[src/design/fesov_defines.vh]
`ifndef FESOV_DEFINES_VH
`define FESOV_DEFINES_VH

// ****************************************************************
// register byte offsets
// ****************************************************************
`define FESOV_OFF_MODE      8'h00
`define FESOV_OFF_STATUS    8'h04
`define FESOV_OFF_EBLOW     8'h08
`define FESOV_OFF_EBHIGH    8'h0C
`define FESOV_OFF_OVERLAY   8'h10
`define FESOV_OFF_IRQSTAT   8'h14
`define FESOV_OFF_IRQMASK   8'h18

// ****************************************************************
// field positions
// ****************************************************************
`define FESOV_MODE_WEN      7
`define FESOV_MODE_SWE      6
`define FESOV_MODE_ESU      5
`define FESOV_MODE_PSU      4
`define FESOV_MODE_EV       3
`define FESOV_MODE_PV       2
`define FESOV_MODE_E        1
`define FESOV_MODE_P        0
`define FESOV_STAT_ERR      7
`define FESOV_OVL_EN        3
`define FESOV_IRQ_ERR       0
`define FESOV_IRQ_AUTOCLR   1
`define FESOV_IRQ_PIN       2

// ****************************************************************
// reset values and answers
// ****************************************************************
`define FESOV_RST_MODE      7'h00
`define FESOV_RST_EBLOW     8'h00
`define FESOV_RST_EBHIGH    4'h0
`define FESOV_RST_OVERLAY   4'h0
`define FESOV_RST_IRQ       3'h0
`define FESOV_RESP_OKAY     2'h0
`define FESOV_RESP_SLVERR   2'h2

// ****************************************************************
// block address map
// ****************************************************************
`define FESOV_SMALL_SIZE    18'h0_1000
`define FESOV_EB8_BASE      18'h0_8000
`define FESOV_EB9_BASE      18'h1_0000
`define FESOV_ERASE_BLOCK_10_BASE     18'h2_0000
`define FESOV_ERASE_BLOCK_11_BASE     18'h3_0000

`endif

[src/design/fesov_sync.v]
// ****************************************************************
// two flip-flop synchroniser
// ****************************************************************
module fesov_sync
(
  input  wire clk,
  input  wire rst,
  input  wire asyncIn,
  output wire syncOut
);

  reg stage1_q;
  reg stage2_q;

  always @(posedge clk)
  begin
    if (rst)
    begin
      stage1_q <= 1'b0;
      stage2_q <= 1'b0;
    end
    else
    begin
      stage1_q <= asyncIn;
      stage2_q <= stage1_q;
    end
  end

  assign syncOut = stage2_q;

endmodule

[src/design/fesov_top.v]
// How it works
// - error flag sits at status bit 7, set by a fault during program/erase
// - while the error flag is set, program and erase are blocked
// - reserved bits read as zero; software writes zeros there
// - write protect pin high forces both erase selects to zero
// - software write enable low also holds both erase selects at zero
// - more than one select bit set after a write clears both registers
// - low select bit n picks the 4-kbyte block at n times 0x1000
// - high select bit 0 picks the 32-kbyte block at 0x008000
// - high select bits 1 to 3 pick 64-kbyte blocks up to 0x03FFFF
// - overlay enable maps a flash area onto RAM and protects all blocks
// - overlay enable low lets flash accesses reach the array normally
// - area code n selects the 4-kbyte area at n times 0x1000
// - write enable low refuses setting any control or select bit; write protect pin high alone still lets SWE, EV and PV be set
//
// The register offsets and register access over AXI4-Lite are this design's own decisions.
`include "fesov_defines.vh"

module fesov_top
#(
  parameter ADDR_W = 8
)
(
  input  wire              clk,
  input  wire              rst,
  input  wire              awvalid,
  output wire              awready,
  input  wire [ADDR_W-1:0] awaddr,
  input  wire              wvalid,
  output wire              wready,
  input  wire [31:0]       wdata,
  input  wire [3:0]        wstrb,
  output wire              bvalid,
  input  wire              bready,
  output wire [1:0]        bresp,
  input  wire              arvalid,
  output wire              arready,
  input  wire [ADDR_W-1:0] araddr,
  output wire              rvalid,
  input  wire              rready,
  output wire [31:0]       rdata,
  output wire [1:0]        rresp,
  input  wire              hardwareWriteProtectPin,
  input  wire              flashFault,
  input  wire [17:0]       flashAddr,
  output wire              irq,
  output wire [5:0]        flashModeBits,
  output wire [11:0]       eraseBlockSel,
  output wire [17:0]       eraseBase,
  output wire              protectAll,
  output wire              overlayEnable,
  output wire [17:0]       overlayBase,
  output wire              overlayHit
);

  // ****************************************************************
  // functions
  // ****************************************************************
  function multiBit;
    input [11:0] v;
    begin
      multiBit = |(v & (v - 12'h001));
    end
  endfunction

  function [17:0] smallBase;
    input [2:0] idx;
    begin
      smallBase = {3'b000, idx, 12'h000};
    end
  endfunction

  function [17:0] blockBase;
    input [11:0] sel;
    integer i;
    begin
      blockBase = 18'h0_0000;
      for (i = 0; i < 8; i = i + 1)
      begin
        if (sel[i])
        begin
          blockBase = smallBase(i[2:0]);
        end
      end
      if (sel[8])
      begin
        blockBase = `FESOV_EB8_BASE;
      end
      if (sel[9])
      begin
        blockBase = `FESOV_EB9_BASE;
      end
      if (sel[10])
      begin
        blockBase = `FESOV_ERASE_BLOCK_10_BASE;
      end
      if (sel[11])
      begin
        blockBase = `FESOV_ERASE_BLOCK_11_BASE;
      end
    end
  endfunction

  // ****************************************************************
  // state
  // ****************************************************************
  reg              awready_q;
  reg              wready_q;
  reg              bvalid_q;
  reg [1:0]        bresp_q;
  reg              arready_q;
  reg              rvalid_q;
  reg [31:0]       rdata_q;
  reg [1:0]        rresp_q;
  reg [ADDR_W-1:0] wrAddr_q;
  reg [31:0]       wrData_q;
  reg [3:0]        wrStrb_q;
  reg [6:0]        mode_q;
  reg              error_q;
  reg [7:0]        ebLow_q;
  reg [3:0]        ebHigh_q;
  reg [3:0]        overlay_q;
  reg [2:0]        irqStat_q;
  reg [2:0]        irqMask_q;
  reg              irq_q;
  reg              pinPrev_q;
  reg [17:0]       eraseBase_q;
  reg              protect_q;
  reg [17:0]       overlayBase_q;
  reg              overlayHit_q;

  wire pinSync;
  wire awTaken;
  wire wTaken;
  wire doWrite;
  wire arTaken;
  wire weAllowed;
  wire blocked;
  wire errSet;
  wire [7:0] wLo;

  fesov_sync uPinSync
  (
    .clk     (clk),
    .rst     (rst),
    .asyncIn (hardwareWriteProtectPin),
    .syncOut (pinSync)
  );

  assign awTaken   = awvalid & awready_q;
  assign wTaken    = wvalid & wready_q;
  assign doWrite   = ~awready_q & ~wready_q & ~bvalid_q;
  assign arTaken   = arvalid & arready_q;
  assign weAllowed = mode_q[`FESOV_MODE_SWE] & ~pinSync;
  assign blocked   = error_q | overlay_q[`FESOV_OVL_EN] | ~weAllowed;
  assign errSet    = flashFault &
                     (mode_q[`FESOV_MODE_P] | mode_q[`FESOV_MODE_E]);
  assign wLo       = wrStrb_q[0] ? wrData_q[7:0] : 8'h00;

  // ****************************************************************
  // write decode
  // ****************************************************************
  reg        hitWrite;
  reg [6:0]  modeNext;
  reg [11:0] ebNext;
  reg        autoClr;

  always @*
  begin
    hitWrite = 1'b0;
    modeNext = mode_q;
    ebNext   = {ebHigh_q, ebLow_q};
    autoClr  = 1'b0;
    case (wrAddr_q)
      `FESOV_OFF_MODE:
      begin
        hitWrite = 1'b1;
        if (wrStrb_q[0])
        begin
          modeNext = wLo[6:0];
        end
      end
      `FESOV_OFF_STATUS, `FESOV_OFF_OVERLAY,
      `FESOV_OFF_IRQSTAT, `FESOV_OFF_IRQMASK:
      begin
        hitWrite = 1'b1;
      end
      `FESOV_OFF_EBLOW:
      begin
        hitWrite = 1'b1;
        if (wrStrb_q[0])
        begin
          ebNext[7:0] = wLo;
        end
      end
      `FESOV_OFF_EBHIGH:
      begin
        hitWrite = 1'b1;
        if (wrStrb_q[0])
        begin
          ebNext[11:8] = wLo[3:0];
        end
      end
      default:
      begin
        hitWrite = 1'b0;
      end
    endcase
    if (!modeNext[`FESOV_MODE_SWE])
    begin
      modeNext[5:0] = 6'h00;
    end
    if (!modeNext[`FESOV_MODE_ESU])
    begin
      modeNext[`FESOV_MODE_E] = 1'b0;
    end
    if (!modeNext[`FESOV_MODE_PSU])
    begin
      modeNext[`FESOV_MODE_P] = 1'b0;
    end
    if (multiBit(ebNext))
    begin
      ebNext  = 12'h000;
      autoClr = 1'b1;
    end
  end

  // ****************************************************************
  // bus handshakes
  // ****************************************************************
  always @(posedge clk)
  begin
    if (rst)
    begin
      awready_q <= 1'b1;
      wready_q  <= 1'b1;
      bvalid_q  <= 1'b0;
      bresp_q   <= `FESOV_RESP_OKAY;
      arready_q <= 1'b1;
      rvalid_q  <= 1'b0;
      rresp_q   <= `FESOV_RESP_OKAY;
      wrAddr_q  <= {ADDR_W{1'b0}};
      wrData_q  <= 32'h0000_0000;
      wrStrb_q  <= 4'h0;
    end
    else
    begin
      if (awTaken)
      begin
        awready_q <= 1'b0;
        wrAddr_q  <= awaddr;
      end
      if (wTaken)
      begin
        wready_q <= 1'b0;
        wrData_q <= wdata;
        wrStrb_q <= wstrb;
      end
      if (doWrite)
      begin
        bvalid_q <= 1'b1;
        bresp_q  <= hitWrite ? `FESOV_RESP_OKAY : `FESOV_RESP_SLVERR;
      end
      else if (bvalid_q && bready)
      begin
        bvalid_q  <= 1'b0;
        awready_q <= 1'b1;
        wready_q  <= 1'b1;
      end
      if (arTaken)
      begin
        arready_q <= 1'b0;
        rvalid_q  <= 1'b1;
        rresp_q   <= (araddr <= `FESOV_OFF_IRQMASK &&
                      araddr[1:0] == 2'b00) ?
                     `FESOV_RESP_OKAY : `FESOV_RESP_SLVERR;
      end
      else if (rvalid_q && rready)
      begin
        rvalid_q  <= 1'b0;
        arready_q <= 1'b1;
      end
    end
  end

  // ****************************************************************
  // read data
  // ****************************************************************
  always @(posedge clk)
  begin
    if (rst)
    begin
      rdata_q <= 32'h0000_0000;
    end
    else if (arTaken)
    begin
      case (araddr)
        `FESOV_OFF_MODE:    rdata_q <= {24'h00_0000, ~pinSync, mode_q};
        `FESOV_OFF_STATUS:  rdata_q <= {24'h00_0000, error_q, 7'h00};
        `FESOV_OFF_EBLOW:   rdata_q <= {24'h00_0000, ebLow_q};
        `FESOV_OFF_EBHIGH:  rdata_q <= {28'h000_0000, ebHigh_q};
        `FESOV_OFF_OVERLAY: rdata_q <= {28'h000_0000, overlay_q};
        `FESOV_OFF_IRQSTAT: rdata_q <= {29'h0000_0000, irqStat_q};
        `FESOV_OFF_IRQMASK: rdata_q <= {29'h0000_0000, irqMask_q};
        default:            rdata_q <= 32'h0000_0000;
      endcase
    end
  end

  // ****************************************************************
  // control registers
  // ****************************************************************
  always @(posedge clk)
  begin
    if (rst)
    begin
      mode_q    <= `FESOV_RST_MODE;
      error_q   <= 1'b0;
      ebLow_q   <= `FESOV_RST_EBLOW;
      ebHigh_q  <= `FESOV_RST_EBHIGH;
      overlay_q <= `FESOV_RST_OVERLAY;
      irqMask_q <= `FESOV_RST_IRQ;
    end
    else
    begin
      if (errSet)
      begin
        error_q <= 1'b1;
      end
      if (doWrite && wrAddr_q == `FESOV_OFF_MODE)
      begin
        mode_q <= modeNext;
      end
      else if (!mode_q[`FESOV_MODE_SWE])
      begin
        mode_q[5:0] <= 6'h00;
      end
      if (blocked || errSet)
      begin
        mode_q[`FESOV_MODE_ESU] <= 1'b0;
        mode_q[`FESOV_MODE_PSU] <= 1'b0;
        mode_q[`FESOV_MODE_E]   <= 1'b0;
        mode_q[`FESOV_MODE_P]   <= 1'b0;
      end
      if (pinSync || !mode_q[`FESOV_MODE_SWE])
      begin
        ebLow_q  <= 8'h00;
        ebHigh_q <= 4'h0;
      end
      else if (doWrite)
      begin
        ebLow_q  <= ebNext[7:0];
        ebHigh_q <= ebNext[11:8];
      end
      if (doWrite && wrStrb_q[0] && wrAddr_q == `FESOV_OFF_OVERLAY)
      begin
        overlay_q <= wLo[3:0];
      end
      if (doWrite && wrStrb_q[0] && wrAddr_q == `FESOV_OFF_IRQMASK)
      begin
        irqMask_q <= wLo[2:0];
      end
    end
  end

  // ****************************************************************
  // interrupts
  // ****************************************************************
  always @(posedge clk)
  begin
    if (rst)
    begin
      irqStat_q <= `FESOV_RST_IRQ;
      irq_q     <= 1'b0;
      pinPrev_q <= 1'b0;
    end
    else
    begin
      pinPrev_q <= pinSync;
      // set wins over read clear
      irqStat_q <= ((arTaken && araddr == `FESOV_OFF_IRQSTAT) ?
                    3'h0 : irqStat_q) |
                   {pinSync ^ pinPrev_q,
                    doWrite & autoClr & weAllowed,
                    errSet & ~error_q};
      irq_q <= |(irqStat_q & irqMask_q);
    end
  end

  // ****************************************************************
  // address decode outputs
  // ****************************************************************
  always @(posedge clk)
  begin
    if (rst)
    begin
      eraseBase_q   <= 18'h0_0000;
      protect_q     <= 1'b1;
      overlayBase_q <= 18'h0_0000;
      overlayHit_q  <= 1'b0;
    end
    else
    begin
      eraseBase_q   <= blockBase({ebHigh_q, ebLow_q});
      protect_q     <= blocked;
      overlayBase_q <= smallBase(overlay_q[2:0]);
      overlayHit_q  <= overlay_q[`FESOV_OVL_EN] &&
                       flashAddr[17:12] == {3'b000, overlay_q[2:0]};
    end
  end

  assign awready       = awready_q;
  assign wready        = wready_q;
  assign bvalid        = bvalid_q;
  assign bresp         = bresp_q;
  assign arready       = arready_q;
  assign rvalid        = rvalid_q;
  assign rdata         = rdata_q;
  assign rresp         = rresp_q;
  assign irq           = irq_q;
  assign flashModeBits = mode_q[5:0];
  assign eraseBlockSel = {ebHigh_q, ebLow_q};
  assign eraseBase     = eraseBase_q;
  assign protectAll    = protect_q;
  assign overlayEnable = overlay_q[`FESOV_OVL_EN];
  assign overlayBase   = overlayBase_q;
  assign overlayHit    = overlayHit_q;

endmodule

[config.mk]
export PLATFORM = sky130hd
export DESIGN_NAME = fesov_top
export DESIGN_NICKNAME = d
export VERILOG_FILES = /design/src/design/fesov_sync.v /design/src/design/fesov_top.v
export VERILOG_INCLUDE_DIRS = /design/src /design/src/design
export SDC_FILE = /design/constraint.sdc
export NUM_CORES = 1
export LEC_CHECK = 0
export ABC_CLOCK_PERIOD_IN_PS = 7600
export BUFFER_PORTS_ARGS = -buffer_cell sky130_fd_sc_hd__clkbuf_2
export CAP_MARGIN = 5
export CORE_MARGIN = 2
export CORE_UTILIZATION = 25
export CTS_CLUSTER_DIAMETER = 60
export CTS_CLUSTER_SIZE = 12
export DETAILED_ROUTE_END_ITERATION = 10
export PLACE_DENSITY_LB_ADDON = 0.3
export SETUP_SLACK_MARGIN = 0.05
export SLEW_MARGIN = 20
export SYNTH_ARGS = -nofsm -noshare
export SYNTH_HDL_FRONTEND = slang
export SYNTH_SLANG_ARGS = --single-unit
[constraint.sdc]
create_clock -name clk -period 7.6 [get_ports clk]
set_clock_uncertainty 0.15 [all_clocks]
set_input_delay 0.76 -clock clk [delete_from_list [all_inputs] [get_ports clk]]
set_output_delay 0.76 -clock clk [all_outputs]
set_load 0.05 [all_outputs]
Yosys cells after proc, flatten, opt, wreduce, memory -nomap -nowiden
Index checks and enable logic that the tools add are counted. Widths: inputs -> output; s select.

Flip-flop bits (word level): 130. Bits of input ports: 79. Output and inout port bits: 99. Word-level logic and storage cells: 149.

$add $sub $neg: 1. Order comparisons: 1. Equal/unequal tests: 20. Muxes and demuxes: 42. Bitwise logic cells: 23. Reduce and logical (&&, ||, !) cells: 28.

Operators with widths (number): $mux 18 (10); $pmux 8 s7 (1); $eq 8x5->1 const B (6); $eq 8x4->1 const B (4); $mux 8 (3); $mux 6 (3); $eq 8x3->1 const B (2); $logic_not 8->1 (2); $mux 1 (16); $ne 4x4->1 const B (4); $mux 7 (2); $mux 13 (1); $and 12x12->12 (1); $mux 12 (1); $reduce_or 12->1 (1); $sub 12x1->12 const B (1); $reduce_or 11->1 (1); $and 1x1->1 (10); $logic_and 1x1->1 (9); $reduce_and 3->1 (3); $le 8x5->1 const B (1); $mux 4 (2); $reduce_or 7->1 (1); $eq 6x3->1 (1); 17 further kinds (29).

Logic depth before layout (Yosys ltp)
Gate-level depths: netlist of the first run.

Depth in word-level cells: 11. Gate-level depth with buffers: 8. Depth with buffers taken out: 7.

Hierarchy
From an unflattened synthesis of the first run, not the netlist that was laid out.

Cells, all modules: 476. Area total of the unflattened synthesis: 3956.3 um2.

By module, submodules not included: fesov_top (times used 1, cells an instance 472, area each 3903.7 um2, sequential area each 1501.4 um2); fesov_sync (times used 1, cells an instance 4, area each 52.6 um2, sequential area each 40.0 um2).

Worst setup path before layout of the first run
No wires, ideal clock.

Path type: register to register. From: register ebLow_q[0]. To: register ebLow_q[0]. Setup time: 77 ps. Arrival: 2732 ps. Data required time: 7373 ps. Slack: 4641 ps. Cell stages (with the launch flop): 8. Path buffers: 0. Clock period less this slack: 2959 ps. Path through: dfxtp_1 -> or4_4 -> or4_2 -> mux2i_4 -> nand2_2 -> a211oi_4 -> a41oi_4 -> o22ai_1.

Longest elaborated chain between the ends: 6.

Ends and longest elaborated chain: from (decl) (RTL line fesov_top.v:120) `reg [7:0] ebLow_q;`; from (signal assigned) (RTL line fesov_top.v:319) `` ebLow_q <= `FESOV_RST_EBLOW; ``; from (signal assigned) (RTL line fesov_top.v:352) `ebLow_q <= ebNext[7:0];`; $mux 8 (RTL line fesov_top.v:191) `if (wrStrb_q[0])`; $mux 8 * (RTL line fesov_top.v:174) `case (wrAddr_q)`; $sub 12x1->12 (RTL line fesov_top.v:62) `multiBit = |(v & (v - 12'h001));`; $and 12x12->12 (RTL line fesov_top.v:62); $reduce_or 12->1 (RTL line fesov_top.v:62); $mux 12 * (RTL line fesov_top.v:221) `if (multiBit(ebNext))`.

Mark *: on every way between the ends. The rest lies on a longest branch, timed or not. A chain may end at the register's enable or synchronous reset.

Worst setup path in the final report of the first run
From: register ebLow_q[0]. To: register ebLow_q[4].

Longest elaborated chain between the ends: 6.

Ends and longest elaborated chain (RTL line): $mux 8 (fesov_top.v:191); $mux 8 * (fesov_top.v:174); $sub 12x1->12 (fesov_top.v:62); $and 12x12->12 * (fesov_top.v:62); $reduce_or 12->1 * (fesov_top.v:62); $mux 12 * (fesov_top.v:221).

Marks and branches as above.

==> impl_results.md, run 1 <==
* Status: finished, final reports clean
* Layer carrying the most global-route usage: met2
* Height of the die at roughly 130 µm
* Clock group share of total power at about two fifths
* Switching power share of the total at 30.30%
* Detailed router's first-iteration violation count at 276
* Seq pwr share at roughly 45%
* Post-route worst hold slack at ~0.29 ns
* Met2 Usage GRT at 20.19%
* Highest Clock Rate at between 300 and 400 MHz
* Accumulated negative setup slack at 0 ns
* Routed length per instance at 13.87 µm
* Fraction of layout cells with a size suffix above 1 at a little over a fifth
* Cells on Worst Hold Path at 1
* Leading area contributor after synthesis: dfxtp_1
* Area overhead of the layout relative to synthesis at 14.94%
* PD cells at ~200 nW/µm²
* Residual DRC at 0
* Register bit count reported by yosys at 77
* Met1 usage at approximately 16%
* CTS Hold Buffers Added at 0
* GRT Total Usage at 12.75%
* Category of the worst setup path capture point: register
* Overflow left after global routing at 0
* Maximum resistive drop on vdd at 0.09965 mV
* Total power after layout at around 950 µW
* Kind of launch point of the worst setup path: register
* Initial antenna violation count at 0
* Global-route wire length before repair at 17480 µm
* Total internal power at about 660 µW
* Clk buf depth at 2
* Net switching power at 286.5 µW
* First-pass DRT Iterations at 5
* PnR worst setup slack at 4.538 ns
* Diodes inserted at 0
* Syn Inst Count at 496
* Horizontal extent of the die at 131.6 µm
* Placer's final routability congestion estimate at approximately 0.81
* Clock latency on the worst-skew pair at 0.35 ns
* Met3 usage at 4.437%
* Number of slew-limit violations in the final report at 0
* Distinct cell type count of the synthesized netlist at 60
* Site row count at 46
* Hold/Removal Path Class: reg2reg
* Ranking of synthesized cells by area: dfxtp_1 (38%), buf_4 (11%), a21oi_1 (6.0%), nor2_1 (5.2%), mux2i_1 (3.9%)
* Async set-reset flop share out of synthesis at 0%
* Leakage power at 1.926 nW
* Placement Cell Area at 4419 µm²
* Setup Viol. Count Final at 0
* Pre-CTS WS at 4.584 ns
* Setup repair bufs after CTS at 0
* Syn avg cell area at 8.206 µm²
* Fraction of the cycle the final worst path needs at 40.29%
* Category of the critical setup timing path: reg2reg
* Tightest slew margin relative to the limit at 44.48%
* Via count of the first global-routing pass at 3369
* Setup repair after global routing missed its margin: no
* Clock root buffer: clkbuf_16
* Filler cells at 1719
* Fraction of post-synthesis cell area in the top cell type by area at 37.87%
* Synthesis warning total at 0
* Fraction of power consumed by combinational cells at 13.8%
* Initial core utilization at 25.62%
* Total count of hold-check failures in the final report at 0
* Cts repair resizes at 0
* Detailed placement HPWL at 8310 µm
* Final critical path time including I/O delays and setup at ~3.1 ns
* Maximum number of pins on one net before global-route repair at 59
* Via count at 3501
* EDFF count, synth at 0
* Clk slew on worst S/H paths at 0.06 ns
* Number of max-capacitance violations reported at 0
* Number of buffers created by CTS at 9
* Worst-case reg-to-reg path depth at 7
* Required @ worst endpoint at 7.72 ns
* Routed vias/inst at 4.454
* Final Net Count at 645
* Post-route ant nets at 0
* Core Region at 15890 µm²
* Quantity of I/O buffers inserted on ports at 85
* Maximum net fanout on the critical path at 8
* Netlist area before placement at 4070 µm²
* Number of H-tree levels at 3
* Placed instance count at 771
* Actual slew at the worst max-slew pin at 0.8272 ns
* Share of synthesized area occupied by flip-flops and latches at 37.87%
* Number of standard cells in the layout, taps in and fillers out at 786
* Commonest register cell after synthesis: dfxtp_1
* Die footprint at 17320 µm²
* Final standard cell utilization of the core at approximately 29%
* Post-layout instance area at 4678 µm²
* CTS Sinks at 77
* Count of pins on the block boundary at 178
* Data arrival, critical path at 3.18 ns
* Aggregate routed wire length at between 10000 and 15000 µm
* TritonCTS clock tree: built
final timing paths:
path / startpoint / endpoint / slack [ns]
hold / removal: uPinSync.stage1_q / uPinSync.syncOut / 0.29
setup reg to reg: ebLow_q[0] / ebLow_q[4] / 4.54
setup / recovery: ebLow_q[0] / ebLow_q[4] / 4.54
hold reg to reg: uPinSync.stage1_q / uPinSync.syncOut / 0.29
logic make-up (layout without fill, tap and decap cells):
kind of cell               Yosys count  count (layout)  share of synthesized area (%)
xor gates and xnor gates             4               4                         0.8607
buffers and inverters              104             126                          15.89
adders and majority gates            3               3                         0.7378
and+or+nand+nor                    182             182                          22.50
muxes                               23              23                          6.148
AOI/OAI and AO/OA                  102             102                          15.89
DFF                                 77              77                          37.87
other                                1              53                        0.09213
power by group through the flow:
stage | sequential [mW] | clock [mW] | combinational [mW]
after floorplan | 0.438 | 0 | 0.127
after global placement | 0.436 | 0 | 0.129
after CTS | 0.427 | 0.399 | 0.131
after detailed placement | 0.436 | 0 | 0.131
final | 0.427 | 0.388 | 0.131
after global routing | 0.429 | 0.414 | 0.140
state kept, by name (all words and copies together) (netlist names), 3 cells and up:
| signal | flops |
|---|---|
| irqStat_q | 3 |
| ebHigh_q | 4 |
| mode_q | 7 |
| irqMask_q | 3 |
| wrAddr_q | 8 |
| eraseBase | 6 |
| ebLow_q | 8 |
| overlayBase | 3 |
| rdata | 8 |
| wrData_q | 8 |
| overlay_q | 4 |
cell usage in the layout, fill, tap and decap left out, types with 9 or more instances in the layout:
cell type,n
o22ai_1,9
clkbuf_2,85
clkbuf_16,9
nor2b_1,9
inv_1,22
nand3_1,27
mux2i_1,16
nor2_1,56
conb_1,53
nand2_1,41
a21oi_1,49
dfxtp_1,77
layout make-up:
cell class              instances  area [µm²]  share of cell area [%]
inverters                      24       90.09                   1.926
clock inverters                 4       26.28                  0.5616
well taps                     216       270.3                   5.777
clock buffers                  11       232.7                   4.975
repair buffers                 87       440.4                   9.414
multi-input cells             367        2077                   44.40
flip-flops and latches         77        1541                   32.95
critical path, stage by stage (launching register included):
cell	delay, ns
dfxtp_1	0.36
or4_4	0.56
or4_2	0.62
mux2i_4	0.22
nand2_2	0.09
a211oi_4	0.49
a41oi_4	0.26
o22ai_1	0.22
metal layers:
metal	vias to the layer above	wire, µm	part of all wire (%)
met5	-	0	0
met4	0	154	1.4
met3	14	724	6.6
met2	113	4985	46
met1	1626	5037	46
li1	1748	-	-
cell usage after synthesis (5+ instances only):
cell type and instances:
a21oi_1 49, buf_1 6, buf_4 60, clkbuf_1 11, dfxtp_1 77, inv_1 22, mux2i_1 16, nand2_1 41
nand2b_1 5, nand3_1 27, nor2_1 56, nor2b_1 9, nor3_1 8, nor4_1 6, o21ai_0 8, o21ai_1 7
o22ai_1 9
Note: power is estimated with default switching activity, not from simulation.
==> run 2, diff against run 1 <==
--- a/config.mk
+++ b/config.mk
@@ -6,7 +6,7 @@
 export SDC_FILE = /design/constraint.sdc
 export NUM_CORES = 1
 export LEC_CHECK = 0
-export ABC_CLOCK_PERIOD_IN_PS = 7600
+export ABC_CLOCK_PERIOD_IN_PS = 2700
 export BUFFER_PORTS_ARGS = -buffer_cell sky130_fd_sc_hd__clkbuf_2
 export CAP_MARGIN = 5
 export CORE_MARGIN = 2
==> constraint.sdc (replaced) <==
create_clock -name clk -period 2.7 [get_ports clk]
set_clock_uncertainty 0.15 [all_clocks]
set_input_delay 0.27 -clock clk [delete_from_list [all_inputs] [get_ports clk]]
set_output_delay 0.27 -clock clk [all_outputs]
set_load 0.05 [all_outputs]
==> impl_results.md, run 2 (same netlist as run 1, synthesis figures left out) <==
* Clock latency on the worst-skew pair at 0.34 ns (about the same)
* GRT Total Usage at 13.17% (+0.42 points)
* Clock root buffer: clkbuf_16
* Actual slew at the worst max-slew pin at 0.5205 ns (-0.3067 ns)
* Category of the worst setup path capture point: register
* Final Net Count at 666 (+3.3%)
* Via count at 3563 (+1.8%)
* Die footprint at 17320 µm² (unchanged)
* Aggregate routed wire length at 11300 µm (+3.7%)
* Detailed router's first-iteration violation count at 169 (-39%)
* Data arrival, critical path at 2.81 ns (-0.37 ns)
* Diodes inserted at 0 (unchanged)
* Routed vias/inst at 4.410 (-1.0%)
* Highest Clock Rate at 370.1 MHz (+13%)
* Routed length per instance at 13.99 µm (+0.86%)
* Violations in the final reports: setup timing
* Fraction of layout cells with a size suffix above 1 at 25.51% (+4.3 points)
* Kind of launch point of the worst setup path: register
* Initial core utilization at 25.62% (unchanged)
* Number of slew-limit violations in the final report at 0 (unchanged)
* Post-layout instance area at 4949 µm² (+5.8%)
* Total count of hold-check failures in the final report at 0 (unchanged)
* Overflow left after global routing at 0 (unchanged)
* Number of buffers created by CTS at 9 (unchanged)
* Via count of the first global-routing pass at 3455 (+2.6%)
* Total power after layout at 2.854 mW (+200%)
* Maximum resistive drop on vdd at 0.3078 mV (+210%)
* Tightest slew margin relative to the limit at 65.30% (+21 points)
* CTS Sinks at 77 (unchanged)
* Fraction of the cycle the final worst path needs at 100.1% (+60 points)
* Count of pins on the block boundary at 178 (unchanged)
* Category of the critical setup timing path: reg2reg
* Site row count at 46 (unchanged)
* Maximum net fanout on the critical path at 8 (unchanged)
* Initial antenna violation count at 0 (unchanged)
* Clk buf depth at 2 (unchanged)
* Core Region at 15890 µm² (unchanged)
* Number of H-tree levels at 3 (unchanged)
* Placed instance count at 788 (+2.2%)
* Setup repair after global routing missed its margin: yes
* Status: complete, but fails checks
* Final critical path time including I/O delays and setup at 2.702 ns (-0.3601 ns)
* Hold/Removal Path Class: in2reg
* Commonest non-fill, non-tap cells in the layout: clkbuf_2 (85), dfxtp_1 (73), nor2_1 (56)
* Horizontal extent of the die at 131.6 µm (unchanged)
* Height of the die at 131.6 µm (unchanged)
* Global-route wire length before repair at 18150 µm (+3.8%)
* Detailed placement HPWL at 8652 µm (+4.1%)
* Leakage power at 2.075 nW (+7.7%)
* PnR worst setup slack at -0.002000 ns (-4.540 ns)
* Accumulated negative setup slack at -0.002000 ns (-0.002000 ns)
* Most common cell after layout, fill and taps aside: clkbuf_2
* Quantity of I/O buffers inserted on ports at 85 (unchanged)
* Clk slew on worst S/H paths at 0.06 ns (about the same)
* Maximum number of pins on one net before global-route repair at 51 (-14%)
* Placer's final routability congestion estimate at 0.8020 (-0.66%)
* Area overhead of the layout relative to synthesis at 21.58%
* Required @ worst endpoint at 2.81 ns (-4.91 ns)
* TritonCTS clock tree: built
* Setup Viol. Count Final at 1 (+1)
* PD cells at 576.7 nW/µm² (+190%)
* Number of standard cells in the layout, taps in and fillers out at 808 (+2.8%)
* Residual DRC at 0 (unchanged)
* First-pass DRT Iterations at 5 (unchanged)
* Placement Cell Area at 4572 µm² (+3.5%)
* Post-route ant nets at 0 (unchanged)
* Number of max-capacitance violations reported at 0 (unchanged)
[run 2: cell count changes in the layout (fill, tap and decap cells not counted), moves of 2 or more]
cell and change:
o22ai_1 -2, dfxtp_1 -4, dfxtp_4 +2, dfxtp_2 +2, clkbuf_8 +3, buf_4 +19
o22ai_2 +2
[run 2: path summary, 6_finish.rpt]
| check | slack, ns | cells past startpoint | endpoint | from |
|---|---|---|---|---|
| setup / recovery | -0.002 | 8 | ebLow_q[1] | ebLow_q[0] |
| hold / removal | 0.02 | 3 | wrAddr_q[4] | awaddr[4] |
| setup reg to reg | -0.002 | 8 | ebLow_q[1] | ebLow_q[0] |
| hold reg to reg | 0.29 | 1 | uPinSync.syncOut | uPinSync.stage1_q |
[run 2: layout make-up]
class / instances / area, µm²
sequential: 77 / 1551
inverter: 24 / 90.09
multi-input combinational: 367 / 2110
clock buffer: 13 / 270.3
tap: 216 / 270.3
timing repair buffer: 108 / 613.1
fill: 1743 / 10940
clock inverter: 3 / 43.79
[run 2: where the power goes]
group / internal, mW / switching [mW]
clock network: 0.792 / 0.475
logic: 0.0909 / 0.306
registers: 1.16 / 0.0296
[run 2: layer usage]
metal  vias up  track usage (%)  wire length, µm
li1       1785                -                -
met5         -                0                0
met3         7            3.086              690
met2       110            21.29             5370
met1      1661            17.05             5146
met4         0            4.891               97
[run 2: worst max-delay path, cell delays in order (launching register included)]
cell      delay [ns]
dfxtp_4         0.34
or4_4           0.54
or4_4           0.46
mux2i_4         0.20
a21oi_2         0.10
a211oi_4        0.26
buf_12          0.15
a41oi_4         0.19
o22ai_1         0.21
[run 2: per-stage QoR]
step                      worst slack, ns  hold slack (ns)  util, %
after floorplan                   0.03273           0.2482        -
after global placement            0.08193           0.2819    28.78
after detailed placement          0.04944           0.2795    28.78
after CTS                         0.04118         0.006717    30.99
after global routing              -0.1242          0.02120    31.15
final                           -0.002000          0.02122    31.15
[run 2: repair_timing]
action	4_1_cts	5_1_grt
hold buffers	1	0
endpoints found under the hold margin	1	0
endpoints found under the setup margin	4	12
gates resized for setup	1	4
setup buffers	3	0
pin swaps	3	12
